`src/spm_pkg.sv`:
```
package spm_pkg;
   // ==========================================================
   // Register map (byte addresses on the Wishbone bus).
   localparam logic [3:0] ADDR_CONTROL = 4'h0;
   localparam logic [3:0] ADDR_STATUS  = 4'h4;
   localparam logic [3:0] ADDR_DATA    = 4'h8;
   localparam logic [3:0] ADDR_CPU     = 4'hc;

   // ==========================================================
   // Control register fields.
   localparam int CR_IRQ_EN  = 7;
   localparam int CR_PORT_EN = 6;
   localparam int CR_MASTER  = 4;
   localparam int CR_IDLE    = 3;
   localparam int CR_PHASE   = 2;
   localparam int CR_RATE1   = 1;
   localparam int CR_RATE0   = 0;
   localparam logic [7:0] CR_RESET = 8'h00;

   // ==========================================================
   // Status register fields.
   localparam int SR_DONE  = 7;
   localparam int SR_WRITE_COLLISION_FLAG  = 6;
   localparam int SR_MODE_FAULT_FLAG  = 4;

   // ==========================================================
   // Timing: bits per byte, half-period dividers in CLOCK cycles.
   // The fastest rate keeps four cycles per half period, because MISO passes a
   // three-stage synchroniser and must settle before the next capture edge.
   localparam logic [3:0] BITS_PER_BYTE = 4'h8;
   localparam logic [6:0] HALF_DIV0     = 7'h04;
   localparam logic [6:0] HALF_DIV1     = 7'h08;
   localparam logic [6:0] HALF_DIV2     = 7'h10;
   localparam logic [6:0] HALF_DIV3     = 7'h40;

   typedef enum logic [1:0] {
      SPM_IDLE = 2'b00,
      SPM_RUN  = 2'b01,
      SPM_LAST = 2'b11
   } spm_state_t;

   typedef struct packed {
      logic       sck;
      logic       ss_n;
      logic       mosi;
      logic       miso;
   } spm_pins_t;

   typedef struct packed {
      logic [31:0] dat;
      logic [3:0]  adr;
      logic        cyc;
      logic        stb;
      logic        we;
   } spm_wb_req_t;

   typedef struct packed {
      spm_state_t st;
      logic [7:0] ctrl;
      logic       done;
      logic       write_collision_flag;
      logic       mode_fault_flag;
      logic       sr_seen;
      logic       cpu_mask;
      logic [7:0] shreg;
      logic [7:0] rxbuf;
      logic [3:0] nbit;
      logic       edge_odd;
      logic [6:0] div;
      logic       sck_o;
      logic       out_bit;
      logic [2:0] sync_sck;
      logic [2:0] sync_ss;
      logic [2:0] sync_mosi;
      logic [2:0] sync_miso;
      logic       sck_f;
      logic       ss_f;
      logic       ack;
      logic [31:0] rdat;
      logic       irq;
   } spm_regs_t;
endpackage

```
`src/spm_port.sv`:
```
`timescale 1ns/1ps
// How it works
// - Bytes shift MSB first, full duplex.
// - Exactly eight clock pulses per byte.
// - Master drives SCK and MOSI, samples MISO.
// - Master data write loads shifter, starts.
// - Done flag; interrupt if enabled and unmasked.
// - Received byte copied to buffer at end.
// - Done clears: status access then data access.
// - Data writes ignored while done, until status read.
// - Master needs SS high to stay enabled.
// - Slave uses external SCK, ignores rate bits.
// - Slave inputs MOSI, shifts data out MISO.
// - Slave starts on master clock edges.
// - Idle level sets resting SCK level.
// - Phase set: second edge captures first bit.
// - Phase clear: first edge captures first bit.
// - Master presents data half period early.
// - Phase clear: slave SS low blocks data writes.
// - Phase set: no collision across bytes.
// - Unselected slave leaves shared lines alone.
// - Busy data write dropped, collision flag set.
// - SS low in master raises mode fault.
// - Mode fault clears: status then control write.
module spm_port
   import spm_pkg::*;
(
   input  wire logic        CLOCK,
   input  wire logic        RST,
   input  wire logic        WB_CYC_I,
   input  wire logic        WB_STB_I,
   input  wire logic        WB_WE_I,
   input  wire logic [3:0]  WB_SEL_I,
   input  wire logic [3:0]  WB_ADR_I,
   input  wire logic [31:0] WB_DAT_I,
   output logic [31:0]      WB_DAT_O,
   output logic             WB_ACK_O,
   input  wire logic        SCK_I,
   output logic             SCK_O,
   output logic             SCK_OE,
   input  wire logic        MOSI_I,
   output logic             MOSI_O,
   output logic             MOSI_OE,
   input  wire logic        MISO_I,
   output logic             MISO_O,
   output logic             MISO_OE,
   input  wire logic        SS_N_I,
   output logic             IRQ
);
   import spm_pkg::*;

   spm_regs_t q;
   spm_regs_t d;
   spm_pins_t pin;

   // ==========================================================
   // Helpers.
   function automatic logic [6:0] half_div(input logic [1:0] rate);
      case (rate)
         2'b00:   half_div = HALF_DIV0;
         2'b01:   half_div = HALF_DIV1;
         2'b10:   half_div = HALF_DIV2;
         default: half_div = HALF_DIV3;
      endcase
   endfunction

   // Synchronised inputs: for SCK and SS, stage 3 becomes the filtered level when stages 2 and 3 agree; MOSI and MISO take stage 3 directly.
   assign pin.sck  = q.sck_f;
   assign pin.ss_n = q.ss_f;
   assign pin.mosi = q.sync_mosi[2];
   assign pin.miso = q.sync_miso[2];

   logic acc, wr, rd, ad_ctl, ad_st, ad_dat, ad_cpu, en, mst, ph, idl;
   logic sedge;
   // A filtered SCK change: stages 2 and 3 agree on a level the filter has not taken yet.
   assign sedge  = q.sync_sck[1] == q.sync_sck[2] && q.sync_sck[2] != pin.sck;
   assign acc    = WB_CYC_I && WB_STB_I && !q.ack;
   assign wr     = acc && WB_WE_I && WB_SEL_I[0];
   assign rd     = acc && !WB_WE_I;
   assign ad_ctl = WB_ADR_I == ADDR_CONTROL;
   assign ad_st  = WB_ADR_I == ADDR_STATUS;
   assign ad_dat = WB_ADR_I == ADDR_DATA;
   assign ad_cpu = WB_ADR_I == ADDR_CPU;
   assign en     = q.ctrl[CR_PORT_EN];
   assign mst    = q.ctrl[CR_MASTER];
   assign ph     = q.ctrl[CR_PHASE];
   assign idl    = q.ctrl[CR_IDLE];

   // ==========================================================
   // Next-state logic.
   // Slave SCK edges are seen after a three-stage synchroniser, which is why the
   // external clock must stay at or below a quarter-ish of CLOCK in practice.
   always_comb begin
      logic edge_now;
      logic take;
      logic mwrite;
      edge_now = 1'b0;
      take     = 1'b0;
      mwrite   = 1'b0;
      d        = q;
      d.ack    = acc;
      d.sync_sck  = {q.sync_sck[1:0], SCK_I};
      d.sync_ss   = {q.sync_ss[1:0], SS_N_I};
      d.sync_mosi = {q.sync_mosi[1:0], MOSI_I};
      d.sync_miso = {q.sync_miso[1:0], MISO_I};
      if (q.sync_sck[1] == q.sync_sck[2]) d.sck_f = q.sync_sck[2];
      if (q.sync_ss[1] == q.sync_ss[2]) d.ss_f = q.sync_ss[2];

      // Register reads.
      if (rd) begin
         if (ad_ctl) d.rdat = {24'h0, q.ctrl};
         else if (ad_st) d.rdat = {24'h0, q.done, q.write_collision_flag, 1'b0, q.mode_fault_flag, 4'h0};
         else if (ad_dat) d.rdat = {24'h0, q.rxbuf};
         else if (ad_cpu) d.rdat = {31'h0, q.cpu_mask};
         else d.rdat = 32'h0;
      end
      // A status access arms the clearing sequences.
      if (acc && ad_st) d.sr_seen = q.done || q.write_collision_flag || q.mode_fault_flag;
      if (acc && ad_dat && q.sr_seen) begin
         d.done    = 1'b0;
         d.write_collision_flag    = 1'b0;
         d.sr_seen = 1'b0;
      end
      if (wr && ad_cpu) d.cpu_mask = WB_DAT_I[0];
      if (wr && ad_ctl) begin
         if (q.mode_fault_flag && q.sr_seen) begin
            d.mode_fault_flag    = 1'b0;
            d.sr_seen = 1'b0;
            d.ctrl    = WB_DAT_I[7:0];
         end else if (q.mode_fault_flag) begin
            // Enable and master cannot be set while a fault stands.
            d.ctrl = WB_DAT_I[7:0] & ~8'h50;
         end else begin
            d.ctrl = WB_DAT_I[7:0];
         end
      end

      // Data writes: done blocks until status read, busy or slave-selected with phase clear collides.
      if (wr && ad_dat) begin
         if (q.done && !(acc && q.sr_seen)) begin
            // Ignored.
         end else if (q.st != SPM_IDLE || (!mst && !pin.ss_n && !ph)) begin
            d.write_collision_flag = 1'b1;
         end else begin
            d.shreg   = WB_DAT_I[7:0];
            d.out_bit = WB_DAT_I[7];
            mwrite    = en && mst;
         end
      end

      // Shifting engine.
      case (q.st)
         SPM_IDLE: begin
            d.sck_o    = idl;
            d.nbit     = 4'h0;
            d.edge_odd = 1'b0;
            d.div      = half_div({q.ctrl[CR_RATE1], q.ctrl[CR_RATE0]});
            if (mwrite) begin
               d.st = SPM_RUN;
            end else if (en && !mst && !pin.ss_n && sedge) begin
               // First slave edge starts the byte and is handled at once.
               d.st      = SPM_RUN;
               d.out_bit = q.shreg[7];
               edge_now  = 1'b1;
            end
         end
         SPM_RUN: begin
            if (mst) begin
               if (q.div == 7'h01) begin
                  d.div   = half_div({q.ctrl[CR_RATE1], q.ctrl[CR_RATE0]});
                  d.sck_o = !q.sck_o;
                  edge_now = 1'b1;
               end else begin
                  d.div = q.div - 7'h01;
               end
            end else begin
               edge_now = sedge;
            end
         end
         SPM_LAST: begin
            d.st   = SPM_IDLE;
            d.done = 1'b1;
            d.rxbuf = q.shreg;
         end
         default: d.st = SPM_IDLE;
      endcase

      // Edge handling: odd edges capture when phase clear, even edges when set.
      // The byte ends on the sixteenth edge in both phases, so no ninth pulse appears.
      // A slave shows its next bit right after the capture edge: its view of the
      // shift edge comes through the synchroniser too late for the next capture.
      if (edge_now) begin
         take = (q.edge_odd == ph);
         d.edge_odd = !q.edge_odd;
         if (take) begin
            d.shreg = {q.shreg[6:0], mst ? pin.miso : pin.mosi};
            d.nbit  = q.nbit + 4'h1;
            if (!mst) d.out_bit = q.shreg[6];
            if (ph && q.nbit + 4'h1 == BITS_PER_BYTE) d.st = SPM_LAST;
         end else begin
            d.out_bit = q.shreg[7];
            if (!ph && q.nbit == BITS_PER_BYTE) d.st = SPM_LAST;
         end
      end
      // The clock rests at its idle level once the byte is finished.
      if (q.st == SPM_LAST) d.sck_o = idl;

      // Mode fault or disable aborts everything.
      if (en && mst && !pin.ss_n) begin
         d.mode_fault_flag = 1'b1;
         d.ctrl[CR_PORT_EN] = 1'b0;
         d.ctrl[CR_MASTER]  = 1'b0;
         d.st = SPM_IDLE;
      end
      if (!en) d.st = SPM_IDLE;
      if (!mst && pin.ss_n && q.st == SPM_RUN) d.st = SPM_IDLE;

      d.irq = q.ctrl[CR_IRQ_EN] && !q.cpu_mask && (q.done || q.mode_fault_flag);
   end

   // ==========================================================
   // State register.
   always_ff @(posedge CLOCK or posedge RST) begin
      if (RST) begin
         q <= '0;
         q.sync_ss <= 3'h7;
         q.ss_f    <= 1'b1;
      end else begin
         q <= d;
      end
   end

   // ==========================================================
   // Outputs are straight register copies, gated with enable and role.
   always_ff @(posedge CLOCK or posedge RST) begin
      if (RST) begin
         WB_ACK_O <= 1'b0;
         WB_DAT_O <= 32'h0;
         SCK_O <= 1'b0;
         SCK_OE <= 1'b0;
         MOSI_O <= 1'b0;
         MOSI_OE <= 1'b0;
         MISO_O <= 1'b0;
         MISO_OE <= 1'b0;
         IRQ <= 1'b0;
      end else begin
         WB_ACK_O <= d.ack;
         WB_DAT_O <= d.rdat;
         SCK_O   <= d.sck_o;
         SCK_OE  <= d.ctrl[CR_PORT_EN] && d.ctrl[CR_MASTER];
         MOSI_O  <= d.out_bit;
         MOSI_OE <= d.ctrl[CR_PORT_EN] && d.ctrl[CR_MASTER];
         MISO_O  <= d.out_bit;
         // Unselected slave keeps MISO released.
         MISO_OE <= d.ctrl[CR_PORT_EN] && !d.ctrl[CR_MASTER] && !d.ss_f;
         IRQ     <= d.irq;
      end
   end

   // ==========================================================
   // Checks.
   a_ack_one_cycle: assert property (@(posedge CLOCK) disable iff (RST)
      WB_ACK_O |=> !WB_ACK_O) else $error("ack held too long");
   a_mode_fault_flag_drops_en: assert property (@(posedge CLOCK) disable iff (RST)
      (en && mst && !pin.ss_n) |=> (q.mode_fault_flag && !q.ctrl[CR_PORT_EN])) else $error("mode fault");
   a_done_buffer: assert property (@(posedge CLOCK) disable iff (RST)
      (q.st == SPM_LAST) |=> (q.done && q.rxbuf == $past(q.shreg))) else $error("buffer");
   a_idle_level: assert property (@(posedge CLOCK) disable iff (RST)
      (q.st == SPM_IDLE && $past(q.st) == SPM_IDLE) |-> q.sck_o == $past(idl))
      else $error("idle level");
   a_disabled_idle: assert property (@(posedge CLOCK) disable iff (RST)
      !en |=> q.st == SPM_IDLE) else $error("disabled transfer");
   a_miso_quiet: assert property (@(posedge CLOCK) disable iff (RST)
      (q.ss_f && !$past(q.ss_f)) |=> !MISO_OE) else $error("miso driven");
   a_bit_count: assert property (@(posedge CLOCK) disable iff (RST)
      q.nbit <= BITS_PER_BYTE) else $error("bit count");
   a_irq_gate: assert property (@(posedge CLOCK) disable iff (RST)
      q.cpu_mask && $past(q.cpu_mask) |-> !IRQ) else $error("irq unmasked");
endmodule // spm_port

```
`config.mk`:
```
export PLATFORM = sky130hd
export DESIGN_NAME = spm_port
export DESIGN_NICKNAME = d
export VERILOG_FILES = /design/src/spm_pkg.sv /design/src/spm_port.sv
export SDC_FILE = /design/constraint.sdc
export NUM_CORES = 1
export LEC_CHECK = 0
export BUFFER_PORTS_ARGS = -buffer_cell sky130_fd_sc_hd__buf_2
export CAP_MARGIN = 20
export CORE_MARGIN = 3
export CORE_UTILIZATION = 40
export DETAILED_ROUTE_END_ITERATION = 7
export PLACE_DENSITY = 0.67
export SYNTH_ARGS = -nofsm -noshare
export SYNTH_HDL_FRONTEND = slang
export SYNTH_SLANG_ARGS = --single-unit
export TNS_END_PERCENT = 10
```
`constraint.sdc`:
```
create_clock -name CLOCK -period 1.7 [get_ports CLOCK]
set_input_delay 0.085 -clock CLOCK [delete_from_list [all_inputs] [get_ports CLOCK]]
set_output_delay 0.085 -clock CLOCK [all_outputs]
set_load 0.02 [all_outputs]
```
Yosys cells after proc, flatten, opt, wreduce, memory -nomap -nowiden
Cells that the tools add are included.
W data, S select, Z words.

storage, ports and cells
  output and inout bits = 40
  flip-flop bits (word level) = 95
  logic and storage cells = 166
  input bits = 49

cells by class
  add/subtract/negate cells = 2
  equality and inequality tests = 17
  reduce and logical (&&, ||, !) cells = 59
  muxes and demuxes = 62

operator list
  cell                   number
  $mux W8                9
  $logic_and A1 B1 Y1    31
  $mux W1                30
  $mux W7                4
  $mux W2                12
  $pmux W7 S3            1
  $eq A4 B4 Y1 const B   4
  $pmux W8 S2            1
  $reduce_bool A2 Y1     6
  $logic_not A1 Y1       11
  $mux W5                2
  $eq A7 B1 Y1 const B   1
  $sub A7 B1 Y7 const B  1
  $ne A3 B3 Y1 const B   2
  $add A4 B1 Y4 const B  1
  $eq A2 B1 Y1 const B   2
  $eq A2 B2 Y1 const B   2
  $eq A4 B3 Y1 const B   1
  $logic_not A2 Y1       2
  $logic_not A4 Y1       1
  $logic_or A1 B1 Y1     4
  $mux W4                1
  $pmux W2 S2            1
  $reduce_and A2 Y1      2
  other kinds (6)        8

Logic depth before layout (Yosys ltp)
Gate-level depths: netlist of run 1.

  word-level depth = 15
  depth in mapped cells = 8

Worst setup path before layout of run 1
No wires, ideal clock.

  path kind = register -> register
  from = register q[92] in the netlist's numbering
  to = register q[54] in the netlist's numbering
  library setup time = 0.126 ns
  path buffers = 1
  cell stages (with the launch flop) = 8
  period minus slack after synthesis = 1.835 ns
  required time = 1.574 ns
  data arrival time = 1.709 ns
  slack = -0.135 ns
  path through = dfrtp_1 inv_1 ha_1 clkbuf_1 mux2i_1 or3_1 a21oi_1 a221o_1

between the ends
  longest elaborated chain between the ends = 3
  elaborated cells on any way between the ends = 6
  classes of those cells = eq/ne (2); mux (1); reduce/logical (3)

RTL lines
  item                                                                        RTL line         RTL
  from (decl)                                                                 spm_port.sv:52   spm_regs_t q;
  $eq A2 B1 Y1 / $logic_not A2 Y1 (equally long branches)                     spm_port.sv:152  case (q.st)
  $ne A2 B2 Y1 (no source line) / $reduce_bool A2 Y1 (equally long branches)  --
  $reduce_and A2 Y1 (no source line)                                          --

Parallel ways exist; a longest one is shown, timed or not.
A chain may end at the register's enable or synchronous reset.

==> results list, run 1 <==
- Outcome: complete, but fails checks
* Violated checks: negative setup slack
- The first detailed-routing pass ran for 4 iterations.
- Share of cells above drive strength 1: 33.0%
- Between clock sinks in the finished design, the worst skew comes to 0.00627 ns.
* Cell variety after synth: 62
- For this design the top-level I/O count stands at 89.
* Final Cell Area: 0.00471 mm^2
* Area leader, netlist: dfrtp_1
* Post-DP HPWL: 6.61 mm
- Multi-input gate area: 0.00189 mm^2
- Switch share: 28.0%
* Nature of the critical path endpoint: register
- Using the TritonRoute via totals, the vias-per-cell ratio works out to 5.22.
- For the pin with the worst max-slew slack, the measured transition is 0.681 ns.
* Final setup TNS: -1.59 ns
- GP Congestion: 0.844
- For this block, the via count after detailed routing is 3,049.
- Root buffer selected by CTS: clkbuf_8
* Fmax: 543 MHz
* Share of the synthesized area in the top cell type: 43.1%
- Cell-internal power: 2.74 mW
- DRC marker count from the first detailed-route iteration: 194
- Wires add up to 9.01 mm.
* Total power per unit cell area: 809 mW/mm^2
* Grt total ovfl: 0
- Filler cell count in the final layout: 851
- IR analysis of the VDD net gives a maximum drop of 0.498 mV.
- Summing all placed instances gives a cell area of 0.00434 mm^2.
* Nature of the critical path startpoint: register
* Seq/Total Area, Yosys: 45.8%
* Clock-pin transition on the worst setup and hold timing paths: 0.07 ns
- Summed over all cells, the static leakage comes to 2.03 nW.
- Global-route wire length before repair: 14.7 mm
- Final design utilization: 50.5%
- Entering global routing, the biggest net connects 41 pins.
- Clock tree buffer depth: 2
- Fraction of power consumed by sequential logic: 49.6%
* Post-CTS setup buffer count: 0
- Residual DRC count: 0
- In the synthesized netlist the async set-or-reset flop fraction comes to 100%.
* Die height: 105 um
* Sequential standard cell area: 0.00178 mm^2
- Compared with the post-synthesis result, the final layout area differs by 21.2%.
* Starting density of the core: 41.7%
* DIE WIDTH: 105 um
- Global routing used 16.7% of the available tracks.
- TritonCTS built the clock tree.
- Final Cycle Share: 108%
- Max transition margin: 54.4%
* Clock Latency Late Sink: 0.35 ns
- Number of antenna violations at the first check in global routing: 0
- Clock sink total: 71
* Number of maximum-capacitance violations: 0
* Worst path required time: 1.94 ns
* Combinational cell fraction of total power: 14.8%
- In this run the number of H-tree levels came out at 3.
- After synthesis, the mean cell area works out to 10.3 um^2.
- The synthesized design contains 0 enable-type register cells.
- Yosys printed 0 warnings.
* Placement Setup Slack: -0.115 ns
- Setup slack on the worst reg-to-reg path comes out at -0.14 ns.
- Tracing the worst setup path back leads to its startpoint at q[51]$_DFFE_PP0P_.
- Setup repair after global routing could not meet its margin everywhere.
- Number of nets in the final layout: 508
- #FFs+latches synth: 71
- Counting the buffers created by CTS gives 9.
- In this run the worst hold path is classified as primary input to register.
- Arrival @ worst endpoint: 2.08 ns
- In this run the worst path has a maximum fanout of 3.
* Clock network fraction of total power: 35.5%
- Dividing the detail-routed wire length by the instance count gives 15.4 um.
* Synth Instances: 377
- The number of global-route vias before repair came to 2,970.
* Critical path class: register to register
* Minimum clock period after layout: 1.84 ns
* Post-route worst setup slack: -0.143 ns
- Site Rows: 35
- Switch Pwr: 1.07 mW
- Core outline area: 0.00933 mm^2
- Number of antenna repair diodes: 0
* Input/output buffers: 37
* Area enclosed by the die boundary: 0.0109 mm^2
- Setup violations remaining at the end of the flow were counted as 15.
- Hold slack final: 0.0120 ns
- Final ANT Viol Nets: 0
* R2R Path Start: q[51]$_DFFE_PP0P_
- In the post-synthesis netlist, the biggest area contributors are dfrtp_1 43%, buf_4 7.0%, mux2_2 5.2%.
* Main flop type after synthesis: dfrtp_1
* Post-synthesis cell area: 0.00389 mm^2
- In this run the most critical hold path is launched from WB_DAT_I[2].
- Total count of max-transition violations in the final report: 0
- Total count of hold-check failures in the final report: 0
-- per-layer routing --
metal  GRT usage [%]  vias to the layer above  routed length, um
li1                -                     1451                  -
met1            23.4                     1484               4140
met2            25.8                      101               4140
met3            4.39                       13                595
met4            4.12                        0                133
met5               0                        -                  0
-- power groups by stage --
stage / logic, mW / registers (mW) / clock network (mW)
floorplan: 0.423 / 1.90 / 0
global placement: 0.529 / 1.92 / 0
detailed placement: 0.539 / 1.92 / 0
CTS: 0.554 / 1.89 / 1.38
global route: 0.620 / 1.91 / 1.47
finish: 0.565 / 1.89 / 1.35
-- logic make-up after synthesis --
| family | after synthesis | synth area share, % |
|---|---|---|
| and+or+nand+nor | 116 | 17.6 |
| AOI/OAI and AO/OA | 85 | 14.5 |
| DFF | 71 | 45.8 |
| buffers and inverters | 62 | 10.1 |
| muxes | 26 | 7.31 |
| adders and majority gates | 11 | 3.41 |
| xor gates and xnor gates | 5 | 1.13 |
| other | 1 | 0.0965 |
-- area by class of cell --
class | count | share of cell area (%)
clock inverter | 5 | 1.22
multi-input combinational | 267 | 40.1
clock buffer | 11 | 3.00
sequential | 71 | 37.8
tap | 129 | 3.43
inverter | 11 | 0.956
timing repair buffer | 90 | 13.4
-- synth_stat cells (all sizes together) (3+ instances only) --
cell type / n
dfrtp: 67
ha: 9
a31oi: 10
dfstp: 4
mux2i: 7
clkbuf: 7
o22ai: 4
o211ai: 6
a221oi: 4
a211oi: 8
nor2b: 7
and2: 4
mux2: 19
buf: 44
o21ai: 30
or3: 4
nor2: 23
nor4: 3
inv: 11
nand2b: 5
nor3b: 4
nand2: 22
xor2: 3
nand3: 18
a21oi: 7
nor3: 10
nor4b: 3
-- sequential cells by signal (all words and copies together) (netlist names), 4 cells and up --
signal,count
WB_DAT_O,8
pin,4
q,41
d,8
-- cell usage in the layout, fill, tap and decap left out, drive strengths merged, types with 9 or more instances in the layout --
cell type  count
nor2          23
dfrtp         67
inv           10
conb          24
buf           83
mux2          19
a31oi         10
clkbuf        11
nand2         22
o21ai         30
ha             9
nand3         18
nor3          10
-- per-stage QoR --
stage                     instances  power (mW)
final                           584        3.81
after global routing            584        4.00
after CTS                       584        3.83
after detailed placement        561        2.46
after global placement          561        2.45
after floorplan                 400        2.33
-- what timing repair did --
action,in CTS,in global routing
pin swaps,1,5
endpoints found under the setup margin,24,24
hold endpoints to repair,19,0
hold buffers,7,0
resized for setup,2,22
-- worst paths after layout --
kind,endpoint,depth (start not counted)
worst max-delay path,q[59]$_DFF_PP0_,6
max in group asynchronous,q[50]$_DFFE_PP0P_,4
worst max register to register,q[59]$_DFF_PP0_,6
worst min-delay path,ph$_DFFE_PP0P_,2
worst min register to register,d[47]$_DFF_PP0_,0
min in group asynchronous,MISO_OE$_DFF_PP0_,3
-- worst max-delay path, stage by stage, from the launching register on --
cell and delay [ns]:
dfrtp_1 0.39, inv_2 0.08, ha_4 0.13, or4b_4 0.49
nor3_4 0.23, o21ai_2 0.10, mux2_1 0.31
Note: power is estimated with default switching activity, not from simulation.
==> inputs of run 2 (changes only) <==
Settings changed: SKIP_LAST_GASP set to 1.
==> run 2 against run 1 <==
The run still ends with negative setup slack left. Register-to-register slack about the same. Clock-buffer cell count stayed put. Non-clock buffer count stayed put. Critical path depth stayed put. First-iteration DRC count decreased by 18%. Sequential power is essentially flat. Largest cell class unchanged. Highest routed layer unchanged.
==> results list, run 2 (synthesis results as in run 1) <==
* Outcome: complete, but fails checks
- The final reports fail on negative setup slack.
- Worst supply voltage drop on vdd: 0.498 mV (about the same)
* Global-route wire length before repair: 14.7 mm (-0.18%)
- Critical path class: register to register
- Site Rows: 35 (unchanged)
- Length of the first detailed-routing pass in iterations: 4 (unchanged)
- Maximum level of the CTS H-tree: 3 (unchanged)
* Max transition margin: 54.3% (-0.088 points)
- Core outline area: 0.00933 mm^2 (unchanged)
- Area enclosed by the die boundary: 0.0109 mm^2 (unchanged)
- Final design utilization: 50.2% (-0.32 points)
- The total grt overflow came to 0 (unchanged).
- Clock-pin transition on the worst setup and hold timing paths: 0.07 ns (about the same)
- The number of ports placed on the die boundary came to 89 (unchanged).
- The biggest fanout along the worst timing path is 3 (unchanged).
* Arrival @ worst endpoint: 2.08 ns (about the same)
- The maximum count of clock buffers along a single path came to 2 (unchanged).
- Total power per unit cell area: 813 mW/mm^2 (+0.47%)
- Worst path required time: 1.94 ns (about the same)
- Total count of hold-check failures in the final report: 0 (unchanged)
* Clock tree from TritonCTS: done
* Fmax: 542 MHz (about the same)
- Setup repair after global routing missed its margin: true
- Post-DP HPWL: 6.61 mm (unchanged)
- Number of placed instances with taps included: 561 (unchanged)
* Vias in the first global route: 2,961 (-0.30%)
* Largest register by flop count: q
- The number of cells on the worst hold path is 2 (unchanged).
* Total power: 3.80 mW (-0.17%)
- Detailed-route vias per instance: 5.24 (+0.30%)
- The count of pins over their slew limit is 0 (unchanged).
- The die outline width came to 105 um (unchanged).
- The depth of the most critical reg-to-reg path is 6 (unchanged).
- The routability congestion estimate came to 0.844 (unchanged).
- Layout Cells excl Fill: 584 (unchanged)
- The final-report setup violation count was 22 (+7).
- Reg2reg end: q[59]$_DFF_PP0_
- The slack of the critical path was -0.144 ns (-0.000350 ns).
* Transition time at the pin with the least slew margin: 0.683 ns (+0.00132 ns)
- Residual DRC count: 0 (unchanged)
- The total of buffers placed on input and output ports came to 37 (unchanged).
- Number of antenna repair diodes: 0 (unchanged)
* Nature of the critical path startpoint: register
- The leakage dissipation is 2.01 nW (-0.78%).
* Most common library cell in the layout ignoring fill and taps: dfrtp_1
- The final worst clock skew came to 0.00561 ns (-0.000663 ns).
- Number of antenna violations at the first check in global routing: 0 (unchanged)
* Routed WL per cell: 15.2 um (-1.5%)
- Root buffer selected by CTS: clkbuf_8
* Minimum clock period after layout: 1.84 ns (+0.000350 ns)
- DRC marker count from the first detailed-route iteration: 159 (-18%)
* Number of maximum-capacitance violations: 0 (unchanged)
- The die span in y is 105 um (unchanged).
- In this run the most critical hold path is launched from WB_DAT_I[2].
- The number of vias in the routed layout came to 3,058 (+0.30%).
* TritonCTS Buffers: 9 (unchanged)
- The top cell types in the final layout, fill and taps aside, are 66 x dfrtp_1, 42 x buf_4, 37 x buf_2.
- The worst register-to-register path begins at q[51]$_DFFE_PP0P_.
- The setup TNS is -1.69 ns (-0.0970 ns).
- Nature of the critical path endpoint: register
* All-layer global routing usage: 16.7% (-0.026 points)
- Total Routed Length: 8.88 mm (-1.5%)
- The tightest min-delay check is of the primary input to register type.
- The flop-to-flop setup slack was -0.14 ns (about the same).
- Number of nets in the final layout: 508 (unchanged)
- Area growth from synthesis to layout: 20.4%
* Share of cells above drive strength 1: 31.4% (-1.5 points)
- Flip-flop count of the largest register after layout: 41 (unchanged)
- The clock latency on the worst-skew pair was 0.35 ns (about the same).
- The fraction of the cycle the final worst path needs is 108% (about the same).
- The number of buffers added for setup after CTS came to 0 (unchanged).
- The sink count of the clock tree is 71 (unchanged).
- The initial core utilization came to 41.7% (unchanged).
* Maximum number of pins on one net before global-route repair: 41 (unchanged)
- The remaining antenna violation count was 0 (unchanged).
- The path with the worst hold slack has its endpoint at ph$_DFFE_PP0P_.
-- run 2: power by group --
part           internal (mW)  switching [mW]  total, mW  leakage [nW]
sequential              1.80          0.0913       1.89         0.841
clock                  0.715           0.637       1.35        0.0916
combinational          0.230           0.332      0.562          1.08
total                   2.74            1.06       3.80          2.01
-- run 2: layout make-up --
type | count | area [um^2]
Clock buffer | 11 | 141
Clock inverter | 5 | 57.6
Fill cell | 854 | 4650
Inverter | 11 | 45.0
Multi-Input combinational cell | 267 | 1860
Sequential cell | 71 | 1780
Tap cell | 129 | 161
Timing Repair Buffer | 90 | 633
-- run 2: per-layer routing --
layer	share of wire, %	vias up	global-route usage (%)	routed length (um)
li1	-	1452	-	-
met1	47	1505	23.4	4150
met2	46	93	25.7	4110
met3	5.7	8	4.39	509
met4	1.1	0	4.12	102
met5	0	-	0	0
-- run 2: critical path, cell delays in order, from the launching register on --
cell	delay (ns)
dfrtp_1	0.39
inv_2	0.08
ha_4	0.12
or4b_4	0.49
nor3_4	0.23
o21ai_2	0.10
mux2_1	0.31
-- run 2: repair_timing --
item | 4_1_cts | 5_1_grt
hold endpoints to repair | 19 | 0
hold buffers | 7 | 0
pin swaps | 0 | 4
setup endpoints to repair | 24 | 31
resized for setup | 1 | 14
-- run 2: worst max path at each step --
stage,from,endpoint,slack (ns),depth (start not counted)
global placement,q[51]$_DFFE_PP0P_,q[54]$_DFFE_PP0P_,-0.07,6
detailed placement,q[92]$_DFF_PP0_,q[52]$_DFFE_PP0P_,-0.11,7
CTS,q[51]$_DFFE_PP0P_,q[54]$_DFFE_PP0P_,-0.13,6
global route,q[51]$_DFFE_PP0P_,q[73]$_DFF_PP0_,-0.22,7
floorplan,q[92]$_DFF_PP0_,q[54]$_DFFE_PP0P_,-0.13,7
finish,q[51]$_DFFE_PP0P_,q[59]$_DFF_PP0_,-0.14,6
-- run 2: through the flow --
stage	hold WS (ns)	worst slack (ns)	instance area [um^2]
floorplan	0.0895	-0.135	3980
global placement	0.110	-0.0689	4340
detailed placement	0.118	-0.115	4340
CTS	0.00131	-0.133	4620
global route	0.000545	-0.218	4680
finish	0.0124	-0.144	4680
==> inputs of run 3 (changes only) <==
Settings changed: CORE_MARGIN 3 to unset.
==> run 3 against run 2 <==
The run still ends with negative setup slack left. Worst setup slack improved by 0.063 ns. Global-route usage rose by 2.2 points. Utilization up 0.58 points. Routed wire length decreased by 1.5%. Clock power grew 21%. Sequential share of layout area shrank 0.46 points. Hold slack improved by 0.016 ns. Power grew 7.4%. Via count down 0.39%. Final area is 1.1% higher. Final cell count increased by 1.0%. Largest power group unchanged.
==> results list, run 3 (synthesis results as in run 1) <==
* Cell-internal power: 3.01 mW (+9.8%)
- Detailed-route vias per instance: 5.16 (-1.4%)
* Core outline area: 0.00933 mm^2 (unchanged)
* Ports placed on the boundary: 89 (unchanged)
- The final reports fail on negative setup slack.
- The count of endpoints failing hold in the final timing report is 0 (unchanged).
- Crit-path cells: ha_4 > or4b_4 > nor3_4 > o21ai_2 > mux2_1
* Largest register by flop count: q
* Maximum level of the CTS H-tree: 3 (unchanged)
* Sequential standard cell area: 0.00178 mm^2 (about the same)
* Final design utilization: 50.8% (+0.58 points)
- The setup TNS is -0.715 ns (+0.970 ns).
- Worst clock skew: 0.00990 ns (+0.00429 ns)
- The data arrival time of the critical path was 2.01 ns (-0.07 ns).
- Maximum net fanout on the critical path: 4 (+1)
* Layout Cells excl Fill: 590 (+1.0%)
- Total power: 4.09 mW (+7.4%)
- The count of pins over their slew limit came to 0 (unchanged).
- The fmax is 561 MHz (+3.5%).
- The slack of the critical path is -0.0810 ns (+0.0626 ns).
- Post-DP Area: 0.00436 mm^2 (+0.40%)
- The routability congestion estimate is 0.859 (+1.8%).
- Final Cycle Share: 105% (-3.7 points)
- The peak supply drop is 0.650 mV (+31%).
- Global-route wire length before repair: 14.6 mm (-0.47%)
- Setup repair after global routing missed its margin: true
- The number of buffers added for setup after CTS is 0 (unchanged).
- The total routing usage reported by global routing is 18.9% (+2.2 points).
- The clock network fraction of total power is 40.0% (+4.5 points).
* Fraction of power consumed by sequential logic: 46.1% (-3.6 points)
- By startpoint and endpoint, the worst setup path is classified as register to register.
- Residual DRC count: 0 (unchanged)
* Combinational cell fraction of total power: 13.9% (-0.9 points)
- Grt total ovfl: 0 (unchanged)
* Number of antenna violations at the first check in global routing: 0 (unchanged)
* Site Rows: 35 (unchanged)
- The die outline width is 101 um (-3.8%).
- The final-report setup violation count was 14 (-36%).
* TritonCTS Buffers: 9 (unchanged)
- Root buffer selected by CTS: clkbuf_8
* Area enclosed by the die boundary: 0.0101 mm^2 (-7.5%)
- Nature of the critical path endpoint: register
- The multi-input combinational cell area is 0.00184 mm^2 (-1.1%).
- The maximum count of clock buffers along a single path came to 2 (unchanged).
- Outcome: complete, but fails checks
- The peak per-stage delay on the critical path came to 0.48 ns (about the same).
- The cell area power density came to 863 mW/mm^2 (+6.2%).
* Clock tree from TritonCTS: done
* DRC marker count from the first detailed-route iteration: 180 (+13%)
* Number of nets in the final layout: 514 (+1.2%)
- The detailed placement HPWL is 6.56 mm (-0.87%).
* Clock Latency Late Sink: 0.35 ns (about the same)
* Leakage: 2.06 nW (+2.5%)
- The first-pass detailed-route iteration total is 4 (unchanged).
- Vias in the first global route: 2,928 (-1.1%)
* Maximum number of pins on one net before global-route repair: 72 (+76%)
- Number of placed instances with taps included: 565 (+0.71%)
- The worst slew slack as a fraction of its limit is 66.2% (+12 points).
- The final critical-path required period came to 1.78 ns (-0.0626 ns).
- Placement Setup Slack: -0.125 ns (-0.00986 ns)
* Area growth from synthesis to layout: 21.8%
- The post-route cell area is 0.00473 mm^2 (+1.1%).
- The number of inserted diodes came to 0 (unchanged).
* Hold slack final: 0.0287 ns (+0.0163 ns)
- The die span in y came to 101 um (-3.8%).
* Filler cell count in the final layout: 846 (-0.94%)
- Switch Pwr: 1.08 mW (+1.5%)
* Leading cell types in the layout, fill and taps excluded: 67 x dfrtp_1, 49 x buf_4, 37 x buf_2
- The clock input transition at the sequential cells of the worst setup and hold paths was 0.08 ns (about the same).
* Transition time at the pin with the least slew margin: 0.507 ns (-0.175 ns)
* Number of maximum-capacitance violations: 0 (unchanged)
- Crit-path slowest cell: or4b_4
* Input/output buffers: 37 (unchanged)
- Worst path required time: 1.93 ns (about the same)
- Clock sink total: 71 (unchanged)
* Total Routed Length: 8.74 mm (-1.5%)
- Share of cells above drive strength 1: 31.7% (+0.24 points)
* Flip-flop count of the largest register after layout: 41 (unchanged)
- Final ANT Viol Nets: 0 (unchanged)
- Leaving out fill and tap cells, the most frequent cell in the layout is dfrtp_1.
- Routed WL per cell: 14.8 um (-2.5%)
- The switching share of power came to 26.3% (-1.6 points).
- Worst min-delay path class: primary input to register
* Total via count after detailed routing: 3,046 (-0.39%)
- STA classifies the critical path startpoint as a register.
- Starting density of the core: 41.7% (unchanged)
run 3: cell types whose count changed in the layout (fill, tap and decap cells not counted), moves of 2 or more:
cell / before / now
buf_4: 42 / 49
clkinv_4: 0 / 3
clkinvlp_4: 4 / 1
a31oi_1: 7 / 9
buf_6: 2 / 0
bufinv_16: 1 / 3
dlygate4sd3_1: 7 / 9
run 3: power groups by stage:
stage          sequential, mW  clock (mW)  combinational (mW)
2_1_floorplan            1.90           0               0.423
3_3_place_gp             1.91           0               0.533
3_5_place_dp             1.92           0               0.544
4_1_cts                  1.89        1.68               0.564
5_1_grt                  1.90        1.74               0.625
6_report                 1.89        1.63               0.568
run 3: final timing paths:
path	slack (ns)	end	cells after the start	startpoint
min	0.03	q[83]$_DFFE_PP0P_	2	WB_DAT_I[0]
max	-0.08	q[59]$_DFF_PP0_	5	q[50]$_DFFE_PP0P_
min in group asynchronous	0.38	mst$_DFF_PP0_	4	RST
max reg2reg	-0.08	q[59]$_DFF_PP0_	5	q[50]$_DFFE_PP0P_
min reg2reg	0.35	pin[0]$_DFF_PP0_	0	d[38]$_DFF_PP0_
max in group asynchronous	0.99	d[44]$_DFF_PP1_	4	RST
run 3: layer usage:
layer	wire length (um)	share of wire (%)	GRT usage, %
met4	122	1.4	7.69
met3	530	6.1	4.58
met5	0	0	0
met1	4080	47	24.8
met2	4010	46	30.0
run 3: layout make-up:
class	instances	area share, %
Timing Repair Buffer	96	14.0
Clock buffer	9	2.62
Clock inverter	7	2.56
Sequential cell	71	37.6
Inverter	11	0.951
Tap cell	129	3.41
Multi-Input combinational cell	267	38.8
run 3: critical path, delay by kind of cell, from the launching register on:
family | cells | cell delay [ns]
compound gates | 1 | 0.11
fa+ha+maj | 1 | 0.16
flops | 1 | 0.43
mux | 1 | 0.31
simple gates | 2 | 0.65
run 3: timing repair:
action / CTS / global route
endpoints found under the hold margin: 75 / 0
pin swaps: 2 / 3
hold buffers: 9 / 0
setup endpoints to repair: 22 / 30
gates resized for setup: 4 / 7
